$ cat src/core/srt_consts.vh
// Operation
// RL1: each relay card offers sixteen relays, named by card and relay number.
// RL2: relays reserved for system functions cannot be driven by signaling sources.
// RL3: each source has four output slots 0..3, each bound to one relay.
// RL4: each relay selects latching or impulse operation.
// RL5: latching relay stays closed exactly while its trigger holds.
// RL6: impulse relay closes for 100 ms or 200 ms, then reopens.
// RL7: several sources on one signaling relay are combined by OR.
// RL8: enabled triggers are ANDed, and the source must be patched.
// RL9: five triggers selectable: key one, key two, selector, channel on, fader.
// RL10: fader start preset forces selector, channel on and fader open.
// RL11: red light needs patched, selected, open, on input channel routed to master.
// RL12: red light also needs master selecting that path, fader open, on.
// RL13: input routed only to a group needs the group routed to master.
// RL14: several sources on one red-light relay are combined by OR.
// RL15: red-light relays also run latching or impulse, 100 or 200 ms.
// RL16: red-light relays per studio are configured independently.
// RL17: a studio-associated red-light relay also lights that studio's lamp.
// RL18: configure stereo left and right parts onto the same relay.
// RL19: impulse starts on rising trigger edge, no retrigger until released.
// RL20: configuration is writable while running and acts on next evaluation.
`ifndef SRT_CONSTS_VH
`define SRT_CONSTS_VH

`define SRT_NSRC 8
`define SRT_NSLOT 4
`define SRT_NSLOTS 32
`define SRT_RPC 16
`define SRT_NCARD 2
`define SRT_NREL 32
`define SRT_NSTUDIO 4

`define SRT_CTRL_OFS 12'h000
`define SRT_STAT_OFS 12'h004
`define SRT_RSV_OFS 12'h008
`define SRT_LAMP_OFS 12'h00C
`define SRT_SLOT_REGION 4'h1
`define SRT_RCFG_REGION 4'h2

`define SRT_CTRL_EN 0
`define SRT_CTRL_RST 1'b0
`define SRT_RSV_RST 32'h00000000

`define SRT_SL_VALID 0
`define SRT_SL_REL_LO 1
`define SRT_SL_REL_HI 5
`define SRT_SL_TRIG_LO 6
`define SRT_SL_TRIG_HI 10
`define SRT_SL_PRESET 11
`define SRT_SL_RED 12
`define SRT_SL_W 13
`define SRT_SL_RST 13'h0000

`define SRT_TRG_KEY1 0
`define SRT_TRG_KEY2 1
`define SRT_TRG_SEL 2
`define SRT_TRG_ON 3
`define SRT_TRG_FADER 4

`define SRT_RC_IMP 0
`define SRT_RC_LONG 1
`define SRT_RC_STU_LO 2
`define SRT_RC_STU_HI 3
`define SRT_RC_ASSOC 4
`define SRT_RC_W 5
`define SRT_RC_RST 5'h00

`define SRT_CLK_KHZ 250000
`define SRT_IMP_SHORT_MS 100
`define SRT_IMP_LONG_MS 200
`define SRT_CNT_W 26
`define SRT_IMP_SHORT_CYC 26'h17D7840
`define SRT_IMP_LONG_CYC 26'h2FAF080

`endif

$ cat src/core/srt_top.v
// Decided for this implementation: the register offsets and the Wishbone slave port.
`timescale 1ns/1ps
`include "srt_consts.vh"
module srt_top #(
  parameter [`SRT_CNT_W-1:0] IMP_SHORT_CYC = `SRT_IMP_SHORT_CYC,
  parameter [`SRT_CNT_W-1:0] IMP_LONG_CYC = `SRT_IMP_LONG_CYC
) (
  input wire clk_i,
  input wire rst_i,
  input wire wb_cyc_i,
  input wire wb_stb_i,
  input wire wb_we_i,
  input wire [11:0] wb_adr_i,
  input wire [31:0] wb_dat_i,
  input wire [3:0] wb_sel_i,
  output reg [31:0] wb_dat_o,
  output reg wb_ack_o,
  input wire [7:0] src_patched_i,
  input wire [7:0] src_key1_i,
  input wire [7:0] src_key2_i,
  input wire [7:0] src_sel_i,
  input wire [7:0] src_on_i,
  input wire [7:0] src_fader_i,
  input wire [7:0] src_ch_master_i,
  input wire [7:0] src_ch_group_i,
  input wire [7:0] src_grp_master_i,
  input wire [7:0] src_m_sel_i,
  input wire [7:0] src_m_fader_i,
  input wire [7:0] src_m_on_i,
  input wire [31:0] sys_relay_i,
  output reg [31:0] relay_o,
  output reg [3:0] studio_lamp_o
);
  reg ctrl_en;
  reg [31:0] rsv_mask;
  reg [`SRT_SL_W-1:0] slot_cfg [0:`SRT_NSLOTS-1];
  reg [`SRT_RC_W-1:0] rel_cfg [0:`SRT_NREL-1];
  reg [`SRT_NREL-1:0] relay_trig;
  reg [`SRT_NREL-1:0] next_relay;
  reg [3:0] next_lamp;
  reg [31:0] next_rdata;
  reg [31:0] wmask;
  integer k;
  integer r;
  integer c;

  wire [`SRT_NSLOTS-1:0] slot_act;
  wire [`SRT_NREL-1:0] contact;
  wire req;
  wire wr;
  wire [3:0] region;
  wire [4:0] idx;
  wire in_slot;
  wire in_rcfg;

  assign req = wb_cyc_i & wb_stb_i & ~wb_ack_o;
  assign wr = req & wb_we_i;
  assign region = wb_adr_i[11:8];
  assign idx = wb_adr_i[6:2];
  assign in_slot = (region == `SRT_SLOT_REGION) && (wb_adr_i[7] == 1'b0);
  assign in_rcfg = (region == `SRT_RCFG_REGION) && (wb_adr_i[7] == 1'b0);

  always @* begin
    wmask = {{8{wb_sel_i[3]}}, {8{wb_sel_i[2]}}, {8{wb_sel_i[1]}}, {8{wb_sel_i[0]}}};
  end

  // bus slave: one wait state, ack drops after one cycle
  always @(posedge clk_i) begin
    if (rst_i) begin
      wb_ack_o <= 1'b0;
      wb_dat_o <= 32'h00000000;
    end else begin
      wb_ack_o <= req;
      wb_dat_o <= req ? next_rdata : 32'h00000000;
    end
  end

  always @* begin
    next_rdata = 32'h00000000;
    if (in_slot) begin
      next_rdata[`SRT_SL_W-1:0] = slot_cfg[idx];
    end else if (in_rcfg) begin
      next_rdata[`SRT_RC_W-1:0] = rel_cfg[idx];
    end else begin
      case (wb_adr_i)
        `SRT_CTRL_OFS: next_rdata[`SRT_CTRL_EN] = ctrl_en;
        `SRT_STAT_OFS: next_rdata = relay_o;
        `SRT_RSV_OFS: next_rdata = rsv_mask;
        `SRT_LAMP_OFS: next_rdata[3:0] = studio_lamp_o;
        default: next_rdata = 32'h00000000;
      endcase
    end
  end

  // configuration storage, live writable
  always @(posedge clk_i) begin
    if (rst_i) begin
      ctrl_en <= `SRT_CTRL_RST;
      rsv_mask <= `SRT_RSV_RST;
      for (c = 0; c < `SRT_NSLOTS; c = c + 1) begin
        slot_cfg[c] <= `SRT_SL_RST;
        rel_cfg[c] <= `SRT_RC_RST;
      end
    end else if (wr) begin
      if (in_slot) begin
        slot_cfg[idx] <= (slot_cfg[idx] & ~wmask[`SRT_SL_W-1:0]) // RL20
          | (wb_dat_i[`SRT_SL_W-1:0] & wmask[`SRT_SL_W-1:0]);
      end else if (in_rcfg) begin
        rel_cfg[idx] <= (rel_cfg[idx] & ~wmask[`SRT_RC_W-1:0]) // RL20
          | (wb_dat_i[`SRT_RC_W-1:0] & wmask[`SRT_RC_W-1:0]);
      end else if (wb_adr_i == `SRT_CTRL_OFS && wb_sel_i[0]) begin
        ctrl_en <= wb_dat_i[`SRT_CTRL_EN];
      end else if (wb_adr_i == `SRT_RSV_OFS) begin
        rsv_mask <= (rsv_mask & ~wmask) | (wb_dat_i & wmask);
      end
    end
  end

  // per slot trigger evaluation, slot k belongs to source k/4
  genvar g;
  generate
    for (g = 0; g < `SRT_NSLOTS; g = g + 1) begin : g_slot
      srt_slot_eval u_eval ( // RL3
        .valid_i(slot_cfg[g][`SRT_SL_VALID]),
        .preset_i(slot_cfg[g][`SRT_SL_PRESET]),
        .red_i(slot_cfg[g][`SRT_SL_RED]),
        .trig_en_i(slot_cfg[g][`SRT_SL_TRIG_HI:`SRT_SL_TRIG_LO]),
        .patched_i(src_patched_i[g/`SRT_NSLOT]),
        .key1_i(src_key1_i[g/`SRT_NSLOT]),
        .key2_i(src_key2_i[g/`SRT_NSLOT]),
        .sel_i(src_sel_i[g/`SRT_NSLOT]),
        .on_i(src_on_i[g/`SRT_NSLOT]),
        .fader_i(src_fader_i[g/`SRT_NSLOT]),
        .ch_master_i(src_ch_master_i[g/`SRT_NSLOT]),
        .ch_group_i(src_ch_group_i[g/`SRT_NSLOT]),
        .grp_master_i(src_grp_master_i[g/`SRT_NSLOT]),
        .m_sel_i(src_m_sel_i[g/`SRT_NSLOT]),
        .m_fader_i(src_m_fader_i[g/`SRT_NSLOT]),
        .m_on_i(src_m_on_i[g/`SRT_NSLOT]),
        .act_o(slot_act[g])
      );
    end
  endgenerate

  // OR of all slots bound to a relay; reserved relays excluded
  always @* begin
    relay_trig = {`SRT_NREL{1'b0}};
    for (k = 0; k < `SRT_NSLOTS; k = k + 1) begin
      if (slot_act[k]) begin
        relay_trig[slot_cfg[k][`SRT_SL_REL_HI:`SRT_SL_REL_LO]] = 1'b1; // RL7 RL14 RL16
      end
    end
    relay_trig = relay_trig & ~rsv_mask & {`SRT_NREL{ctrl_en}}; // RL2
  end

  // one driver per relay, 16 per card
  generate
    for (g = 0; g < `SRT_NREL; g = g + 1) begin : g_rel
      srt_relay_drv #(
        .SHORT_CYC(IMP_SHORT_CYC),
        .LONG_CYC(IMP_LONG_CYC)
      ) u_drv ( // RL1
        .clk_i(clk_i),
        .rst_i(rst_i),
        .trig_i(relay_trig[g]),
        .impulse_i(rel_cfg[g][`SRT_RC_IMP]), // RL4 RL15
        .long_i(rel_cfg[g][`SRT_RC_LONG]), // RL6
        .contact_o(contact[g])
      );
    end
  endgenerate

  always @* begin
    next_relay = (contact & ~rsv_mask) | (sys_relay_i & rsv_mask); // RL2
    next_lamp = 4'h0;
    for (r = 0; r < `SRT_NREL; r = r + 1) begin
      if (rel_cfg[r][`SRT_RC_ASSOC] && contact[r] && !rsv_mask[r]) begin
        next_lamp[rel_cfg[r][`SRT_RC_STU_HI:`SRT_RC_STU_LO]] = 1'b1; // RL17
      end
    end
  end

  always @(posedge clk_i) begin
    if (rst_i) begin
      relay_o <= 32'h00000000;
      studio_lamp_o <= 4'h0;
    end else begin
      relay_o <= next_relay;
      studio_lamp_o <= next_lamp;
    end
  end
endmodule

$ cat src/core/srt_slot_eval.v
`timescale 1ns/1ps
`include "srt_consts.vh"
module srt_slot_eval (
  input wire valid_i,
  input wire preset_i,
  input wire red_i,
  input wire [4:0] trig_en_i,
  input wire patched_i,
  input wire key1_i,
  input wire key2_i,
  input wire sel_i,
  input wire on_i,
  input wire fader_i,
  input wire ch_master_i,
  input wire ch_group_i,
  input wire grp_master_i,
  input wire m_sel_i,
  input wire m_fader_i,
  input wire m_on_i,
  output wire act_o
);
  wire [4:0] en;
  wire [4:0] st;
  wire sig_ok;
  wire path_master;
  wire red_ok;

  assign en = trig_en_i | (preset_i ? 5'h1C : 5'h00); // RL10
  assign st = {fader_i, on_i, sel_i, key2_i, key1_i}; // RL9
  assign sig_ok = patched_i & (&(st | ~en)); // RL8
  assign path_master = ch_master_i | (ch_group_i & grp_master_i); // RL13
  assign red_ok = patched_i & sel_i & fader_i & on_i & path_master // RL11
    & m_sel_i & m_fader_i & m_on_i; // RL12
  assign act_o = valid_i & (red_i ? red_ok : sig_ok);
endmodule

$ cat src/core/srt_relay_drv.v
`timescale 1ns/1ps
`include "srt_consts.vh"
module srt_relay_drv #(
  parameter [`SRT_CNT_W-1:0] SHORT_CYC = `SRT_IMP_SHORT_CYC,
  parameter [`SRT_CNT_W-1:0] LONG_CYC = `SRT_IMP_LONG_CYC
) (
  input wire clk_i,
  input wire rst_i,
  input wire trig_i,
  input wire impulse_i,
  input wire long_i,
  output reg contact_o
);
  reg trig_q;
  reg busy;
  reg long_q;
  reg [`SRT_CNT_W-1:0] cnt;
  wire [`SRT_CNT_W-1:0] last;

  assign last = (long_q ? LONG_CYC : SHORT_CYC) - 26'h0000001;

  always @(posedge clk_i) begin
    if (rst_i) begin
      trig_q <= 1'b0;
      busy <= 1'b0;
      long_q <= 1'b0;
      cnt <= 26'h0000000;
      contact_o <= 1'b0;
    end else begin
      trig_q <= trig_i;
      if (!impulse_i) begin
        busy <= 1'b0;
        contact_o <= trig_i; // RL5
      end else if (busy) begin
        if (cnt == last) begin
          busy <= 1'b0;
          contact_o <= 1'b0; // RL6
        end else begin
          cnt <= cnt + 26'h0000001;
        end
      end else if (trig_i && !trig_q) begin
        busy <= 1'b1; // RL19
        long_q <= long_i;
        cnt <= 26'h0000000;
        contact_o <= 1'b1;
      end else begin
        contact_o <= 1'b0;
      end
    end
  end
endmodule

$ cat config.mk
export PLATFORM = sky130hd
export DESIGN_NAME = srt_top
export DESIGN_NICKNAME = d
export VERILOG_FILES = /design/src/core/srt_top.v /design/src/core/srt_slot_eval.v /design/src/core/srt_relay_drv.v
export VERILOG_INCLUDE_DIRS = /design/src /design/src/core
export SDC_FILE = /design/constraint.sdc
export NUM_CORES = 2
export LEC_CHECK = 0
export BUFFER_PORTS_ARGS = -buffer_cell sky130_fd_sc_hd__clkbuf_2
export CAP_MARGIN = 20
export CELL_PAD_IN_SITES_DETAIL_PLACEMENT = 0
export CELL_PAD_IN_SITES_GLOBAL_PLACEMENT = 1
export CORE_MARGIN = 3
export CORE_UTILIZATION = 44
export DETAILED_ROUTE_END_ITERATION = 8
export GPL_ROUTABILITY_DRIVEN = 1
export PLACE_DENSITY_LB_ADDON = 0.1
export SYNTH_ARGS = -nofsm -noshare
export SYNTH_HDL_FRONTEND = slang
export SYNTH_HIERARCHICAL = 1
export SYNTH_SLANG_ARGS = --single-unit
$ cat constraint.sdc
create_clock -name clk_i -period 3.67 [get_ports clk_i]
set_clock_uncertainty 0.1 [all_clocks]
set_input_delay 0.367 -clock clk_i [delete_from_list [all_inputs] [get_ports clk_i]]
set_output_delay 0.367 -clock clk_i [all_outputs]
set_load 0.03 [all_outputs]
==> metrics.cfg <==
[run]
cap_violations = 0

[pwr]
power_density_mw_per_mm2 = 321.5
leakage_nw = 48.95
clkPwrFrac = 0.459
pwr-share-seq = 0.443
switchingPower_mw = 11.51
peakVddDrop_uv = 424.0
comb_power_share = 0.098
switching_share = 0.2642
power_mw = 43.56
p_int_mw = 32.05

[synth]
syn-num-nets = 12029
netlist.area_leader.share = 0.2099
yosys.area.top_type = dfxtp_1
async_reset_ff_frac = 0
ys_warn_count = 6
ys_ff_latch = 1638
seq_area_frac_synth = 0.3807
syn_inst = 11816
synth_area_leaders = dfxtp_1 (21%), edfxtp_1 (17%), mux2i_1 (5.0%), nand3_1 (4.5%), nor2_1 (4.5%)
synth-main-ff-cell = dfxtp_1
syn_area_mm2 = 0.1013
synth_edf_count = 576
synth_commonest_cells = nor2_1 (1201), dfxtp_1 (1062), nand2_1 (1060), nand3_1 (920), edfxtp_1 (576)
synth_cell_types = 87
synth_most_common_cell = nor2_1
syn_area_per_cell_um2 = 8.572

[sta]
worst_pin_slew_ns = 1.404
drv_slew = 0
fin_tns_setup_ns = -296.69
grt_setup_unrepaired = true
max_freq_mhz = 233.8
period_needed_ns = 4.276
hold_viol_final = 0
setup_viol = 926
slew_headroom = 0.06379
min_period_over_period = 1.165
setup_slack_ns = -0.6064

[placement]
place_area_mm2 = 0.1195
post-place-cells = 16319
place_ws_ns = -1.560
port_buffers = 249
place_hpwl_um = 437100
gp_congestion = 1.289

[setup_path]
path_class = reg -> reg
critPathCaptureType = flip-flop
worstPathArrival_ns = 5.00
critical_path.max_fanout = 6
startpoint_type = flip-flop
required_ns = 4.39
regToRegSetupSlack_ns = -0.61

[drt]
drt_pass1_iterations = 9
drt_iter0_drc = 14911
ant_nets = 0
vias = 114849
viasPerCell = 6.755
wirelength_um = 579600
drc_errors = 11
wl_per_cell_um = 34.09

[grt]
grt_usage = 0.4743
grt_overflow = 0
grt_antenna_before_repair = 77
grt_pass1_vias = 106382
grt_first_pass_wirelength_um = 803800
grt_max_degree = 197

[run_status]
status = finished, violations left
violations = DRC, setup timing

[cells_and_area]
design_area_mm2 = 0.1355
nets = 14004
multi_input_area_mm2 = 0.06308
synthToLayoutAreaGrowth_pct = 33.79
fin_cells = 17003
fillers = 19656
regArea_mm2 = 0.03856
drive_above_1_share = 0.3051

[die]
io_pins = 250
core.rowCount = 175
die_width_um = 485.8
dieArea_mm2 = 0.2360
start_util = 0.4439
core_mm2 = 0.2282
die_h_um = 485.8

[cts]
h-tree-depth = 4
cts_max_path_buffers = 3
clk_latency_ns = 0.91
cts_made_buffers = 181
cts-root-buf = clkbuf_16
clk_pin_slew_worst_paths_ns = 0.06
clock_sinks = 1638
cts_tree = yes

[worst_hold_path]
hold_class = in -> reg

==> logic make-up (layout without fill, tap and decap cells) <==
kind of cell             Yosys count  count (layout)  synth area share
AO/OA/AOI/OAI                   2198            2203            0.1567
other                              0              47                 0
AND/OR/NAND/NOR                 6230            6230            0.3383
flip-flops                      1638            1638            0.3807
adder cells (fa/ha/maj)           32              32          0.003953
XOR/XNOR                           1               1        0.00008649
multiplexers                     585             585           0.06697
buffers and inverters           1132            3258           0.05335
==> final timing paths <==
| check | startpoint | depth (start not counted) | endpoint |
|---|---|---|---|
| worst min-delay path | wb_we_i | 5 | flip-flop |
| worst min register to register | g_rel[21].u_drv/contact_o | 2 | g_rel[21].u_drv/contact_o |
| worst max register to register | slot_cfg[15][8] | 15 | g_rel[19].u_drv/cnt[23] |
| worst max-delay path | slot_cfg[15][8] | 15 | g_rel[19].u_drv/cnt[23] |
==> layout by cell type (no fill, tap or decap), types with 119 or more instances in the layout <==
cell	synthesis	final
a21oi_1	296	281
clkbuf_2	2	246
clkbuf_16	0	186
buf_12	32	188
nor2_1	1201	1163
edfxtp_1	576	576
o21ai_2	160	173
nand2b_1	285	278
nor4_2	66	121
buf_4	11	1723
o22ai_1	310	246
nand4_1	294	294
mux2i_1	501	500
buf_6	38	240
nor3_1	415	341
nand4b_1	136	136
nand3b_1	164	164
o32ai_1	219	178
or2_2	188	181
inv_1	401	401
or3_1	293	283
nand3_1	920	893
nor2b_1	159	120
nor3_2	68	119
a31oi_1	292	292
nand2_1	1060	966
and3_1	197	170
nor4_1	291	201
dfxtp_1	1062	1061
==> stage by stage <==
step,util,hold slack (ns)
global placement,0.5238,0.3545
global route,0.5934,0.01657
floorplan,-,0.3392
detailed placement,0.5238,0.3588
finish,0.5939,0.04455
CTS,0.5804,0.006791
==> registers in the layout (all words and copies together), names as in the netlist, 4 cells and up, named ones only <==
signal / cells
g_rel.u_drv/busy: 32
g_rel.u_drv/long_q: 32
relay_o: 32
studio_lamp_o: 4
wb_dat_o: 32
g_rel.u_drv/trig_q: 32
slot_cfg: 416
rel_cfg: 160
g_rel.u_drv/cnt: 832
g_rel.u_drv/contact_o: 32
==> layout make-up <==
cell class                      count  area share
Antenna cell                       47   0.0008680
Clock buffer                      226     0.03632
Clock inverter                    113     0.01185
Inverter                          401     0.01111
Multi-Input combinational cell   9051      0.4655
Sequential cell                  1638      0.2845
Tap cell                         3009     0.02778
Timing Repair Buffer             2518      0.1620
==> repair_timing <==
| item | CTS | global route |
|---|---|---|
| endpoints found under the hold margin | 75 | 0 |
| setup endpoints to repair | 948 | 934 |
| setup buffers | 139 | 83 |
| hold buffers | 98 | 0 |
| cloned | 11 | 13 |
| pin swaps | 309 | 238 |
| gates resized for setup | 909 | 502 |
==> power groups by stage <==
| stage | logic (mW) | registers (mW) | clock network, mW |
|---|---|---|---|
| after floorplan | 1.50 | 19.5 | 0 |
| after global routing | 4.27 | 19.3 | 20.9 |
| final | 4.26 | 19.3 | 20.0 |
| after detailed placement | 3.72 | 19.6 | 0 |
| after global placement | 3.70 | 19.6 | 0 |
| after CTS | 3.92 | 19.3 | 20.2 |
==> critical path, stage by stage, from the launching register on <==
cell	delay [ns]
edfxtp_1	0.39
nor2b_1	0.19
o21ai_1	0.08
a31o_2	0.32
buf_4	0.15
nand4b_1	0.25
o32ai_2	0.20
buf_12	0.19
nor4_4	0.69
nand4_1	0.24
o311a_4	0.40
nor2b_1	0.16
and3_1	0.20
buf_4	0.17
or3_1	0.31
mux2i_1	0.16
==> routing by layer <==
layer  vias up  GRT usage  routed length [µm]
met1     55974     0.5500              208500
li1      49025          -                   -
met4        62     0.3827               60410
met5         -    0.01286                 785
met3      2192     0.2058               73580
met2      7596     0.6768              236300
No activity file was read; power rests on OpenSTA's default activity.
